--- config.mk ---
export PLATFORM = sky130hd
export DESIGN_NAME = sram_host
export DESIGN_NICKNAME = d
export VERILOG_FILES = /design/src/verilog/sram_host_pkg.sv /design/src/verilog/sram_host.sv /design/src/verilog/sync2.sv
export SDC_FILE = /design/constraint.sdc
export NUM_CORES = 1
export LEC_CHECK = 0
export ABC_AREA = 1
export ABC_CLOCK_PERIOD_IN_PS = 2050
export BUFFER_PORTS_ARGS = -buffer_cell sky130_fd_sc_hd__buf_2
export CORE_MARGIN = 1.5
export CORE_UTILIZATION = 40
export CTS_CLUSTER_SIZE = 25
export DETAILED_ROUTE_END_ITERATION = 8
export GPL_ROUTABILITY_DRIVEN = 0
export PLACE_DENSITY = 0.63
export SYNTH_ARGS = -nofsm -noshare
export SYNTH_HDL_FRONTEND = slang
export SYNTH_SLANG_ARGS = --single-unit
--- constraint.sdc ---
create_clock -name mclk -period 2.05 [get_ports mclk]
set_input_delay 0.41 -clock mclk [delete_from_list [all_inputs] [get_ports mclk]]
set_output_delay 0.41 -clock mclk [all_outputs]
set_load 0.005 [all_outputs]
--- src/verilog/sram_host_pkg.sv ---
/*
  Constants for the host-side controller of an asynchronous 32-bit static memory with
  byte lanes, dual selects and a single-bit-error flag.
  Assumes a 125 MHz controller clock.
*/
`default_nettype none
package sram_host_pkg;
  localparam int CLK_PERIOD_PS = 8000;
  // Timing figures in picoseconds, as printed for the faster grade
  localparam int T_RC_PS = 45000;
  localparam int T_AA_PS = 45000;
  localparam int T_PWE_PS = 35000;
  localparam int T_HZWE_PS = 18000;
  localparam int T_SD_PS = 25000;
  localparam int T_HZ_PS = 18000;
  // Least times round up
  localparam int RD_CYC = (T_AA_PS + CLK_PERIOD_PS - 1) / CLK_PERIOD_PS;
  localparam int WR_MIN_PS = (T_HZWE_PS + T_SD_PS > T_PWE_PS) ? T_HZWE_PS + T_SD_PS : T_PWE_PS;
  localparam int WR_CYC = (WR_MIN_PS + CLK_PERIOD_PS - 1) / CLK_PERIOD_PS;
  localparam int TURN_CYC = (T_HZ_PS + CLK_PERIOD_PS - 1) / CLK_PERIOD_PS;
  localparam int CNT_W = 4;
  localparam int ADDR_W = 19;
  localparam int DATA_W = 32;
  localparam int LANES = 4;
  localparam int LANE_W = 8;
  localparam logic [3:0] LANES_OFF = 4'hf;
  typedef enum logic [2:0] {
    ST_IDLE = 3'b000,
    ST_SETUP = 3'b001,
    ST_READ = 3'b010,
    ST_WRITE = 3'b011,
    ST_TURN = 3'b100
  } state_t;
endpackage
`default_nettype wire

--- src/verilog/sram_host.sv ---
/*
  Host controller that runs single read and write cycles on an asynchronous 32-bit
  static memory with byte-lane selects and an error flag.
  Assumes the memory pins are wired to this module directly; data and flag pins arrive
  unsynchronised and pass a two-flop synchroniser.
*/
`timescale 1ns/100ps
`default_nettype none
// Function
// - Write strobe stays high through every read cycle.
// - Address is valid before the combined select goes active.
// - Write starts only with select, strobe and a lane select all active.
// - Host never drives data while the memory may drive.
// - Write strobe pulse at least turn-off time plus data setup.
module sram_host #(
  parameter int RD_CYCLES = sram_host_pkg::RD_CYC,
  parameter int WR_CYCLES = sram_host_pkg::WR_CYC,
  parameter int TURN_CYCLES = sram_host_pkg::TURN_CYC
) (
  input wire logic mclk,
  input wire logic rst,
  input wire logic req_valid,
  input wire logic req_write,
  input wire logic [sram_host_pkg::ADDR_W-1:0] req_addr,
  input wire logic [sram_host_pkg::LANES-1:0] req_lanes,
  input wire logic [sram_host_pkg::DATA_W-1:0] req_wdata,
  output logic req_ready,
  output logic rsp_valid,
  output logic [sram_host_pkg::DATA_W-1:0] rsp_rdata,
  output logic rsp_err,
  output logic [sram_host_pkg::ADDR_W-1:0] mem_addr,
  output logic primary_select_low,
  output logic secondary_select_high,
  output logic out_drive_n,
  output logic write_strobe_n,
  output logic [sram_host_pkg::LANES-1:0] lane_select_n,
  input wire logic [sram_host_pkg::DATA_W-1:0] mem_data_in,
  output logic [sram_host_pkg::DATA_W-1:0] mem_data_out,
  output logic mem_data_oe_n,
  input wire logic mem_err_in
);
  // Read count is loaded as RD_CYCLES + 1, so a 4-bit counter caps it at 14;
  // shorter strobes than the package minimum would break access or pulse width
  if (RD_CYCLES < sram_host_pkg::RD_CYC || RD_CYCLES > 14 || WR_CYCLES < sram_host_pkg::WR_CYC ||
      WR_CYCLES > 15 || TURN_CYCLES < 1 || TURN_CYCLES > 15)
  begin : g_bad_cycles
    $error("sram_host: cycle counts out of range");
  end

  logic [sram_host_pkg::DATA_W:0] pins_s;
  sync2 #(.WIDTH(sram_host_pkg::DATA_W + 1)) u_sync (
    .mclk(mclk),
    .rst(rst),
    .d({mem_err_in, mem_data_in}),
    .q(pins_s)
  );

  sram_host_pkg::state_t st_r, st_nxt;
  logic [sram_host_pkg::CNT_W-1:0] cnt_r, cnt_nxt;
  logic wr_r, wr_nxt;
  logic [sram_host_pkg::LANES-1:0] ln_r, ln_nxt;
  logic req_ready_nxt, rsp_valid_nxt, rsp_err_nxt;
  logic [sram_host_pkg::DATA_W-1:0] rsp_rdata_nxt, mem_data_out_nxt;
  logic [sram_host_pkg::ADDR_W-1:0] mem_addr_nxt;
  logic p_sel_nxt, s_sel_nxt, oe_nxt, we_nxt, doe_nxt;
  logic [sram_host_pkg::LANES-1:0] lsel_nxt;

  always_comb
  begin
    st_nxt = st_r;
    cnt_nxt = cnt_r;
    wr_nxt = wr_r;
    ln_nxt = ln_r;
    req_ready_nxt = 1'b0;
    rsp_valid_nxt = 1'b0;
    rsp_err_nxt = rsp_err;
    rsp_rdata_nxt = rsp_rdata;
    mem_addr_nxt = mem_addr;
    mem_data_out_nxt = mem_data_out;
    p_sel_nxt = 1'b1;
    s_sel_nxt = 1'b0;
    oe_nxt = 1'b1;
    we_nxt = 1'b1;
    doe_nxt = 1'b1;
    lsel_nxt = sram_host_pkg::LANES_OFF;
    case (st_r)
      sram_host_pkg::ST_IDLE:
      begin
        req_ready_nxt = 1'b1;
        // A request with no lane would leave the memory deselected, so it is dropped
        if (req_valid && req_ready && req_lanes != '0)
        begin
          req_ready_nxt = 1'b0;
          mem_addr_nxt = req_addr;
          mem_data_out_nxt = req_wdata;
          wr_nxt = req_write;
          ln_nxt = req_lanes;
          st_nxt = sram_host_pkg::ST_SETUP;
        end
      end
      sram_host_pkg::ST_SETUP:
      begin
        // Address stood one cycle before select goes active
        p_sel_nxt = 1'b0;
        s_sel_nxt = 1'b1;
        lsel_nxt = ~ln_r;
        if (wr_r)
        begin
          we_nxt = 1'b0;
          doe_nxt = 1'b0;
          cnt_nxt = sram_host_pkg::CNT_W'(WR_CYCLES - 1);
          st_nxt = sram_host_pkg::ST_WRITE;
        end
        else
        begin
          oe_nxt = 1'b0;
          cnt_nxt = sram_host_pkg::CNT_W'(RD_CYCLES + 1);
          st_nxt = sram_host_pkg::ST_READ;
        end
      end
      sram_host_pkg::ST_READ:
      begin
        p_sel_nxt = 1'b0;
        s_sel_nxt = 1'b1;
        oe_nxt = 1'b0;
        lsel_nxt = ~ln_r;
        // Count covers access time plus the synchroniser delay
        if (cnt_r == '0)
        begin
          for (int i = 0; i < sram_host_pkg::LANES; i++)
            rsp_rdata_nxt[i*sram_host_pkg::LANE_W +: sram_host_pkg::LANE_W] =
              ln_r[i] ? pins_s[i*sram_host_pkg::LANE_W +: sram_host_pkg::LANE_W] : 8'h00;
          rsp_err_nxt = pins_s[sram_host_pkg::DATA_W];
          rsp_valid_nxt = 1'b1;
          p_sel_nxt = 1'b1;
          s_sel_nxt = 1'b0;
          oe_nxt = 1'b1;
          lsel_nxt = sram_host_pkg::LANES_OFF;
          cnt_nxt = sram_host_pkg::CNT_W'(TURN_CYCLES - 1);
          st_nxt = sram_host_pkg::ST_TURN;
        end
        else
          cnt_nxt = cnt_r - 1'b1;
      end
      sram_host_pkg::ST_WRITE:
      begin
        p_sel_nxt = 1'b0;
        s_sel_nxt = 1'b1;
        lsel_nxt = ~ln_r;
        doe_nxt = 1'b0;
        if (cnt_r == '0)
        begin
          // Strobe and select release together; data held one more cycle for hold time
          we_nxt = 1'b1;
          p_sel_nxt = 1'b1;
          s_sel_nxt = 1'b0;
          lsel_nxt = sram_host_pkg::LANES_OFF;
          rsp_valid_nxt = 1'b1;
          cnt_nxt = '0;
          st_nxt = sram_host_pkg::ST_TURN;
        end
        else
        begin
          we_nxt = 1'b0;
          cnt_nxt = cnt_r - 1'b1;
        end
      end
      sram_host_pkg::ST_TURN:
      begin
        // Idle gap lets the memory drivers float before the next cycle
        if (cnt_r == '0)
        begin
          req_ready_nxt = 1'b1;
          st_nxt = sram_host_pkg::ST_IDLE;
        end
        else
          cnt_nxt = cnt_r - 1'b1;
      end
      default:
        st_nxt = sram_host_pkg::ST_IDLE;
    endcase
  end

  always_ff @(posedge mclk)
  begin
    if (rst)
    begin
      st_r <= sram_host_pkg::ST_IDLE;
      cnt_r <= '0;
      wr_r <= 1'b0;
      ln_r <= '0;
      req_ready <= 1'b0;
      rsp_valid <= 1'b0;
      rsp_err <= 1'b0;
      rsp_rdata <= '0;
      mem_addr <= '0;
      mem_data_out <= '0;
      primary_select_low <= 1'b1;
      secondary_select_high <= 1'b0;
      out_drive_n <= 1'b1;
      write_strobe_n <= 1'b1;
      lane_select_n <= sram_host_pkg::LANES_OFF;
      mem_data_oe_n <= 1'b1;
    end
    else
    begin
      st_r <= st_nxt;
      cnt_r <= cnt_nxt;
      wr_r <= wr_nxt;
      ln_r <= ln_nxt;
      req_ready <= req_ready_nxt;
      rsp_valid <= rsp_valid_nxt;
      rsp_err <= rsp_err_nxt;
      rsp_rdata <= rsp_rdata_nxt;
      mem_addr <= mem_addr_nxt;
      mem_data_out <= mem_data_out_nxt;
      primary_select_low <= p_sel_nxt;
      secondary_select_high <= s_sel_nxt;
      out_drive_n <= oe_nxt;
      write_strobe_n <= we_nxt;
      lane_select_n <= lsel_nxt;
      mem_data_oe_n <= doe_nxt;
    end
  end

  property p_read_no_strobe;
    @(posedge mclk) disable iff (rst) !out_drive_n |-> write_strobe_n;
  endproperty
  a_read_no_strobe: assert property (p_read_no_strobe) else $error("strobe low during read");

  property p_no_contention;
    @(posedge mclk) disable iff (rst) !mem_data_oe_n |-> out_drive_n;
  endproperty
  a_no_contention: assert property (p_no_contention) else $error("host drives while memory may");

  property p_addr_first;
    @(posedge mclk) disable iff (rst)
      $fell(primary_select_low) |-> $stable(mem_addr) && $past(st_r) == sram_host_pkg::ST_SETUP;
  endproperty
  a_addr_first: assert property (p_addr_first) else $error("select before address");

  property p_write_start;
    @(posedge mclk) disable iff (rst)
      !write_strobe_n |-> !primary_select_low && secondary_select_high && lane_select_n != sram_host_pkg::LANES_OFF;
  endproperty
  a_write_start: assert property (p_write_start) else $error("write without select");

  property p_pulse_len;
    @(posedge mclk) disable iff (rst)
      // 43 ns floor is six whole cycles at 8 ns, whatever WR_CYCLES says
      $fell(write_strobe_n) |-> !write_strobe_n [*6];
  endproperty
  a_pulse_len: assert property (p_pulse_len) else $error("write pulse too short");

  property p_data_hold;
    @(posedge mclk) disable iff (rst)
      $rose(write_strobe_n) |-> !mem_data_oe_n && $stable(mem_data_out);
  endproperty
  a_data_hold: assert property (p_data_hold) else $error("data not held at write end");

  localparam int RD_ANS = RD_CYCLES + 2;
  property p_read_answer;
    @(posedge mclk) disable iff (rst)
      $fell(out_drive_n) |-> ##[RD_ANS:RD_ANS] rsp_valid;
  endproperty
  a_read_answer: assert property (p_read_answer) else $error("read answer late");

  property p_sel_comb;
    @(posedge mclk) disable iff (rst) primary_select_low == !secondary_select_high;
  endproperty
  a_sel_comb: assert property (p_sel_comb) else $error("selects disagree");
endmodule // sram_host
`default_nettype wire

--- src/verilog/sync2.sv ---
/*
  Two-flop synchroniser for pin inputs, parameterised by width.
  Assumes the pins change asynchronously to mclk.
*/
`timescale 1ns/100ps
`default_nettype none
module sync2 #(
  parameter int WIDTH = 1
) (
  input wire logic mclk,
  input wire logic rst,
  input wire logic [WIDTH-1:0] d,
  output logic [WIDTH-1:0] q
);
  if (WIDTH < 1)
  begin : g_bad_width
    $error("sync2: WIDTH must be at least 1");
  end
  logic [WIDTH-1:0] meta_r;
  logic [WIDTH-1:0] meta_nxt;
  logic [WIDTH-1:0] q_nxt;
  always_comb
  begin
    meta_nxt = d;
    q_nxt = meta_r;
  end
  always_ff @(posedge mclk)
  begin
    if (rst)
    begin
      meta_r <= '0;
      q <= '0;
    end
    else
    begin
      meta_r <= meta_nxt;
      q <= q_nxt;
    end
  end
endmodule // sync2
`default_nettype wire

Word-level counts from Yosys, hierarchy flattened

Cells that the tools add are included.

Register bits after elaboration: 173
Input port bits: 92
Output and inout port bits: 95
Word-level logic and storage cells: 68

$add $sub $neg: 1
Eq/ne operators: 8
Multiplexer cells: 27
Bitwise gates (word level): 2
Reduce and logical (&&, ||, !) cells: 12

Operator list:

| operator                                                                | count |
|---|---|
| 8-bit two-way mux                                                       | 4 |
| 4-bit two-way mux                                                       | 4 |
| 4-bit case mux with 4 select lines                                      | 1 |
| 1-bit case mux with 2 select lines                                      | 6 |
| 3-bit case mux with 4 select lines                                      | 1 |
| 3-bit two-way mux                                                       | 3 |
| 4-bit case mux with 2 select lines                                      | 1 |
| 4-bit nonzero test                                                      | 2 |
| 3-bit by 2-bit == test with 1-bit output, second input constant         | 2 |
| 1-bit two-way mux                                                       | 6 |
| 2-bit inequality test, second input constant                            | 3 |
| 2-bit AND reduction                                                     | 3 |
| 4-bit zero test                                                         | 1 |
| 4-bit inverter                                                          | 1 |
| 2-bit OR reduction                                                      | 2 |
| 4-bit by 1-bit subtractor with 4-bit output, second input constant      | 1 |
| 3-bit by 1-bit == test with 1-bit output, second input constant         | 1 |
| 3-bit == test, second input constant                                    | 1 |
| 3-bit zero test                                                         | 1 |
| 3-bit AND reduction                                                     | 1 |
| 1-bit logical AND                                                       | 2 |
| 2-bit two-way mux                                                       | 1 |
| 2-bit by 1-bit inequality test with 1-bit output, second input constant | 1 |
| 1-bit inverter                                                          | 1 |

Depth between registers and ports, before layout

Depth after elaboration: 4
Gate-level depth with buffers: 10
Mapped depth without buffers: 9

Cells and area by module

A second synthesis with hierarchy kept.

Cells, all modules: 713
Area, all modules: 5,855.6 um2

By module, submodules not included:

| module    | times used | cells each | area each (um2) | sequential area each (um2) |
|---|---|---|---|---|
| sram_host | 1          | 508        | 3,976.3         | 2,142.1 |
| sync2     | 1          | 205        | 1,879.3         | 1,321.3 |

Worst setup path after synthesis

No wires, ideal clock.

Kind: register -> register
Start point: register cnt_r[0] (netlist name)
End point: register rsp_rdata[7] (netlist name)
Library setup time: 0.124 ns
Arrival time: 1.235 ns
Required time: 1.926 ns
Path slack: 0.691 ns
Stages on the path, launching flop included: 11
Path buffers: 1
Period minus slack after synthesis: 1.359 ns
Cell sequence: dfxtp_1 inv_1 ha_1 nand2_2 nor2_4 inv_2 nand2_1 inv_2 buf_6 nand2_1 o21ai_0

Cells in the longest elaborated chain, start to end: 2

RTL lines:

| element                       | RTL line         | text |
|---|---|---|
| from (decl)                   | sram_host.sv:59  | `logic [sram_host_pkg::CNT_W-1:0] cnt_r, cnt_nxt;` |
| from (signal assigned)        | sram_host.sv:208 | `cnt_r <= cnt_nxt;` |
| 4-bit zero test               | sram_host.sv:128 | `if (cnt_r == '0)` |
| 2-bit AND reduction (no line) | --               |  |
| to (signal assigned)          | sram_host.sv:214 | `rsp_rdata <= rsp_rdata_nxt;` |
| to (decl)                     | sram_host.sv:29  | `output logic [sram_host_pkg::DATA_W-1:0] rsp_rdata,` |

No other way between the ends.
A chain may end at the register's enable or synchronous reset.

Final worst setup path

Start point: register cnt_r[0] (netlist name)
End point: register rsp_rdata[18] (netlist name)

Same word-level chain as after synthesis.

==> results.ini <==
[synthesis]
syn_area_um2 = 5720
synthTopCellsByArea = dfxtp_1, nor2_1, inv_1
synth_edf_count = 0
async_flop_share_pct = 0
syn_area_per_cell_um2 = 8.18
synthCells = 699
synth_seq_area_share_pct = 60.5
ys_seq_elements = 173
yosysTopAreaCell = dfxtp_1
yosysUniqueCellTypes = 21
synth_nets = 793
yosysMostFrequentCell = nor2_1
ys_top_cells_by_count = nor2_1, dfxtp_1, inv_1
synth-main-ff-cell = dfxtp_1
yosys_warnings = 0
synth_top_area_share_pct = 60.5

[clocking]
cts_hold_buf = 0
cts_sinks = 173
clockBufferDepth = 2
cts_tree = done
cts_max_level = 4
ctsRootBufferMaster = clkbuf_16
numCtsBuffers = 17
post_cts_resized = 0
clk-insertion-delay-late_ps = 430
post-cts-setup-buffers = 0
path_clk_slew_ps = 60

[finish]
nets = 978
area_delta_synth_final_pct = 28.9
finalInstanceArea_um2 = 7370
antenna_cells = 0
drive_above_1_share_pct = 26.4
fill_cells = 1371

[routing]
drt-total-wl_mm = 12.4
dr.pass1.iters = 4
vias_per_cell = 4.22
post_drt_wl_per_cell_um = 11.5
final_antenna_net_count = 0
vias = 4541
drc = 0
drt_iter0_drc = 223

[timing]
slew_headroom_pct = 50.0
hold_viol = 0
fin_crit_ps = 1710
tns_ps = 0
tightest_slew_ps = 749
slew_violations = 0
setup_viol = 0
max_freq_mhz = 584
period_share_pct = 83.5
rsz0062_at_grt = false
skew_ps = 21.9

[setup_path]
rr_worst_depth = 10
r2r_end = rsp_rdata[18]
arrival_ps = 2050
crit_required_ps = 2380
reg2reg_slack_ps = 340
r2r-start = cnt_r[0]
worst-path-max-fanout = 32
path_class = flip-flop to flip-flop
setup.worst_path.start_class = flip-flop
worstSetupEndpointType = flip-flop

[power_and_ir_drop]
max-vdd-ir-drop_v = 0.000589
leakagePower_nw = 3.72
power_density_nw_per_um2 = 1220

[place]
io_buffers = 186
dpl.hpwl_mm = 8.39
placed_area_um2 = 6770

[grt]
gr-total-overflow = 0
use_met2_pct = 26.8
use_met3_pct = 7.25
grt_first_pass_wirelength_mm = 19.6
grt_use_met1_pct = 20.4
first_global_vias = 4210
grt_antenna_before_repair = 0
grt_max_degree = 49
groute.usage.overall_pct = 16.9
busiest_layer = met2

[worst_hold_path]
min_path_type = primary input to flip-flop
holdPathEnd = u_sync.meta_r[6]
hold_start = mem_data_in[6]
holdPathStages = 3

[outcome]
status = finished, final reports clean

[floorplanning]
die_h_um = 123
start_util_pct = 41.1
die_w_um = 123
core_area_um2 = 13900
rows = 43
die_area_um2 = 15000
num_io_pins = 187

[job]
cap_violations = 0

placed cells by master (no fill, tap or decap):
master       n
ha_1         2
o211ai_1     1
nor2_1     193
nand2_1     62
o21bai_1     1
nor2_2       2
xor2_1       1
clkinv_2     4
nand3_1     12
inv_1      112
inv_2        5
a21oi_1      9
buf_12       2
clkinv_4     3
clkbuf_1     2
o21ai_1     20
nor2_4       2
bufinv_16    3
o21ai_0     72
nand2_2      2
a21oi_2      1
inv_6        3
clkbuf_16   17
buf_2      186
buf_4        7
dfxtp_1    173
how the worst max path moves through the flow:
stage                             endpoint         start  cells after the start
after CTS                      mem_addr[3]       st_r[0]                      8
after global placement    mem_data_out[20]  req_lanes[1]                      9
after floorplan               rsp_rdata[7]      cnt_r[0]                     10
final                        rsp_rdata[18]      cnt_r[0]                     10
after global routing          rsp_rdata[5]      cnt_r[0]                     10
after detailed placement      mem_addr[11]  req_lanes[1]                      9
registers in the layout (all words and copies together), names as in the netlist:
| signal | flops |
|---|---|
| rsp_valid | 1 |
| lane_select_n | 4 |
| st_r | 3 |
| u_sync.meta_r | 33 |
| ln_r | 4 |
| primary_select_low | 1 |
| cnt_r | 4 |
| write_strobe_n | 1 |
| wr_r | 1 |
| secondary_select_high | 1 |
| rsp_rdata | 32 |
| mem_data_out | 32 |
| rsp_err | 1 |
| mem_addr | 19 |
| u_sync.q | 33 |
| req_ready | 1 |
| out_drive_n | 1 |
| mem_data_oe_n | 1 |
cells by family (layout without fill, tap and decap cells):
kind of cell	Yosys count	in the layout	synth area share [%]
AND/OR/NAND/NOR	272	273	18.5
AO/OA/AOI/OAI	104	104	9.25
adder cells (fa/ha/maj)	2	2	0.437
XOR/XNOR	1	1	0.153
buffers and inverters	147	344	11.1
flip-flops	173	173	60.5
power breakdown:
group	switching, W	total, W	leakage (nW)	internal [W]
Sequential	0.000210	0.00402	1.42	0.00381
Clock	0.00130	0.00323	0.296	0.00192
Combinational	0.00106	0.00172	2.01	0.000667
through the flow:
stage	util [%]	total power (W)	hold WS [ps]	std cells	setup WS, ps
2_1_floorplan	-	0.00520	376	699	691
3_3_place_gp	48.6	0.00578	389	1044	88.4
3_5_place_dp	48.6	0.00581	393	1044	23.2
4_1_cts	52.9	0.00907	162	1076	164
5_1_grt	52.9	0.00955	171	1077	174
6_report	52.9	0.00897	174	1077	337
final cells by class:
type / instances / area (um^2) / area share (%)
inverter: 117 / 439 / 5.96
clock inverter: 13 / 163 / 2.21
multi-input combinational: 380 / 1630 / 22.1
clock buffer: 19 / 433 / 5.87
timing repair buffer: 195 / 1020 / 13.9
sequential: 173 / 3460 / 47.0
tap: 180 / 225 / 3.05
routing by layer:
layer / wire length, um / up-vias
li1: - / 2467
met1: 5660 / 1912
met2: 5520 / 152
met3: 1150 / 10
met4: 89 / 0
met5: 0 / -
worst max-delay path: stages, from the launching register on:
cell     delay [ps]
dfxtp_1         320
inv_1            90
ha_1            210
nand2_2         180
nor2_4           80
inv_2            80
nand2_1          60
inv_2            70
buf_4           320
nand2_1         100
o21ai_0          90
(Power assumes the default switching activity.)
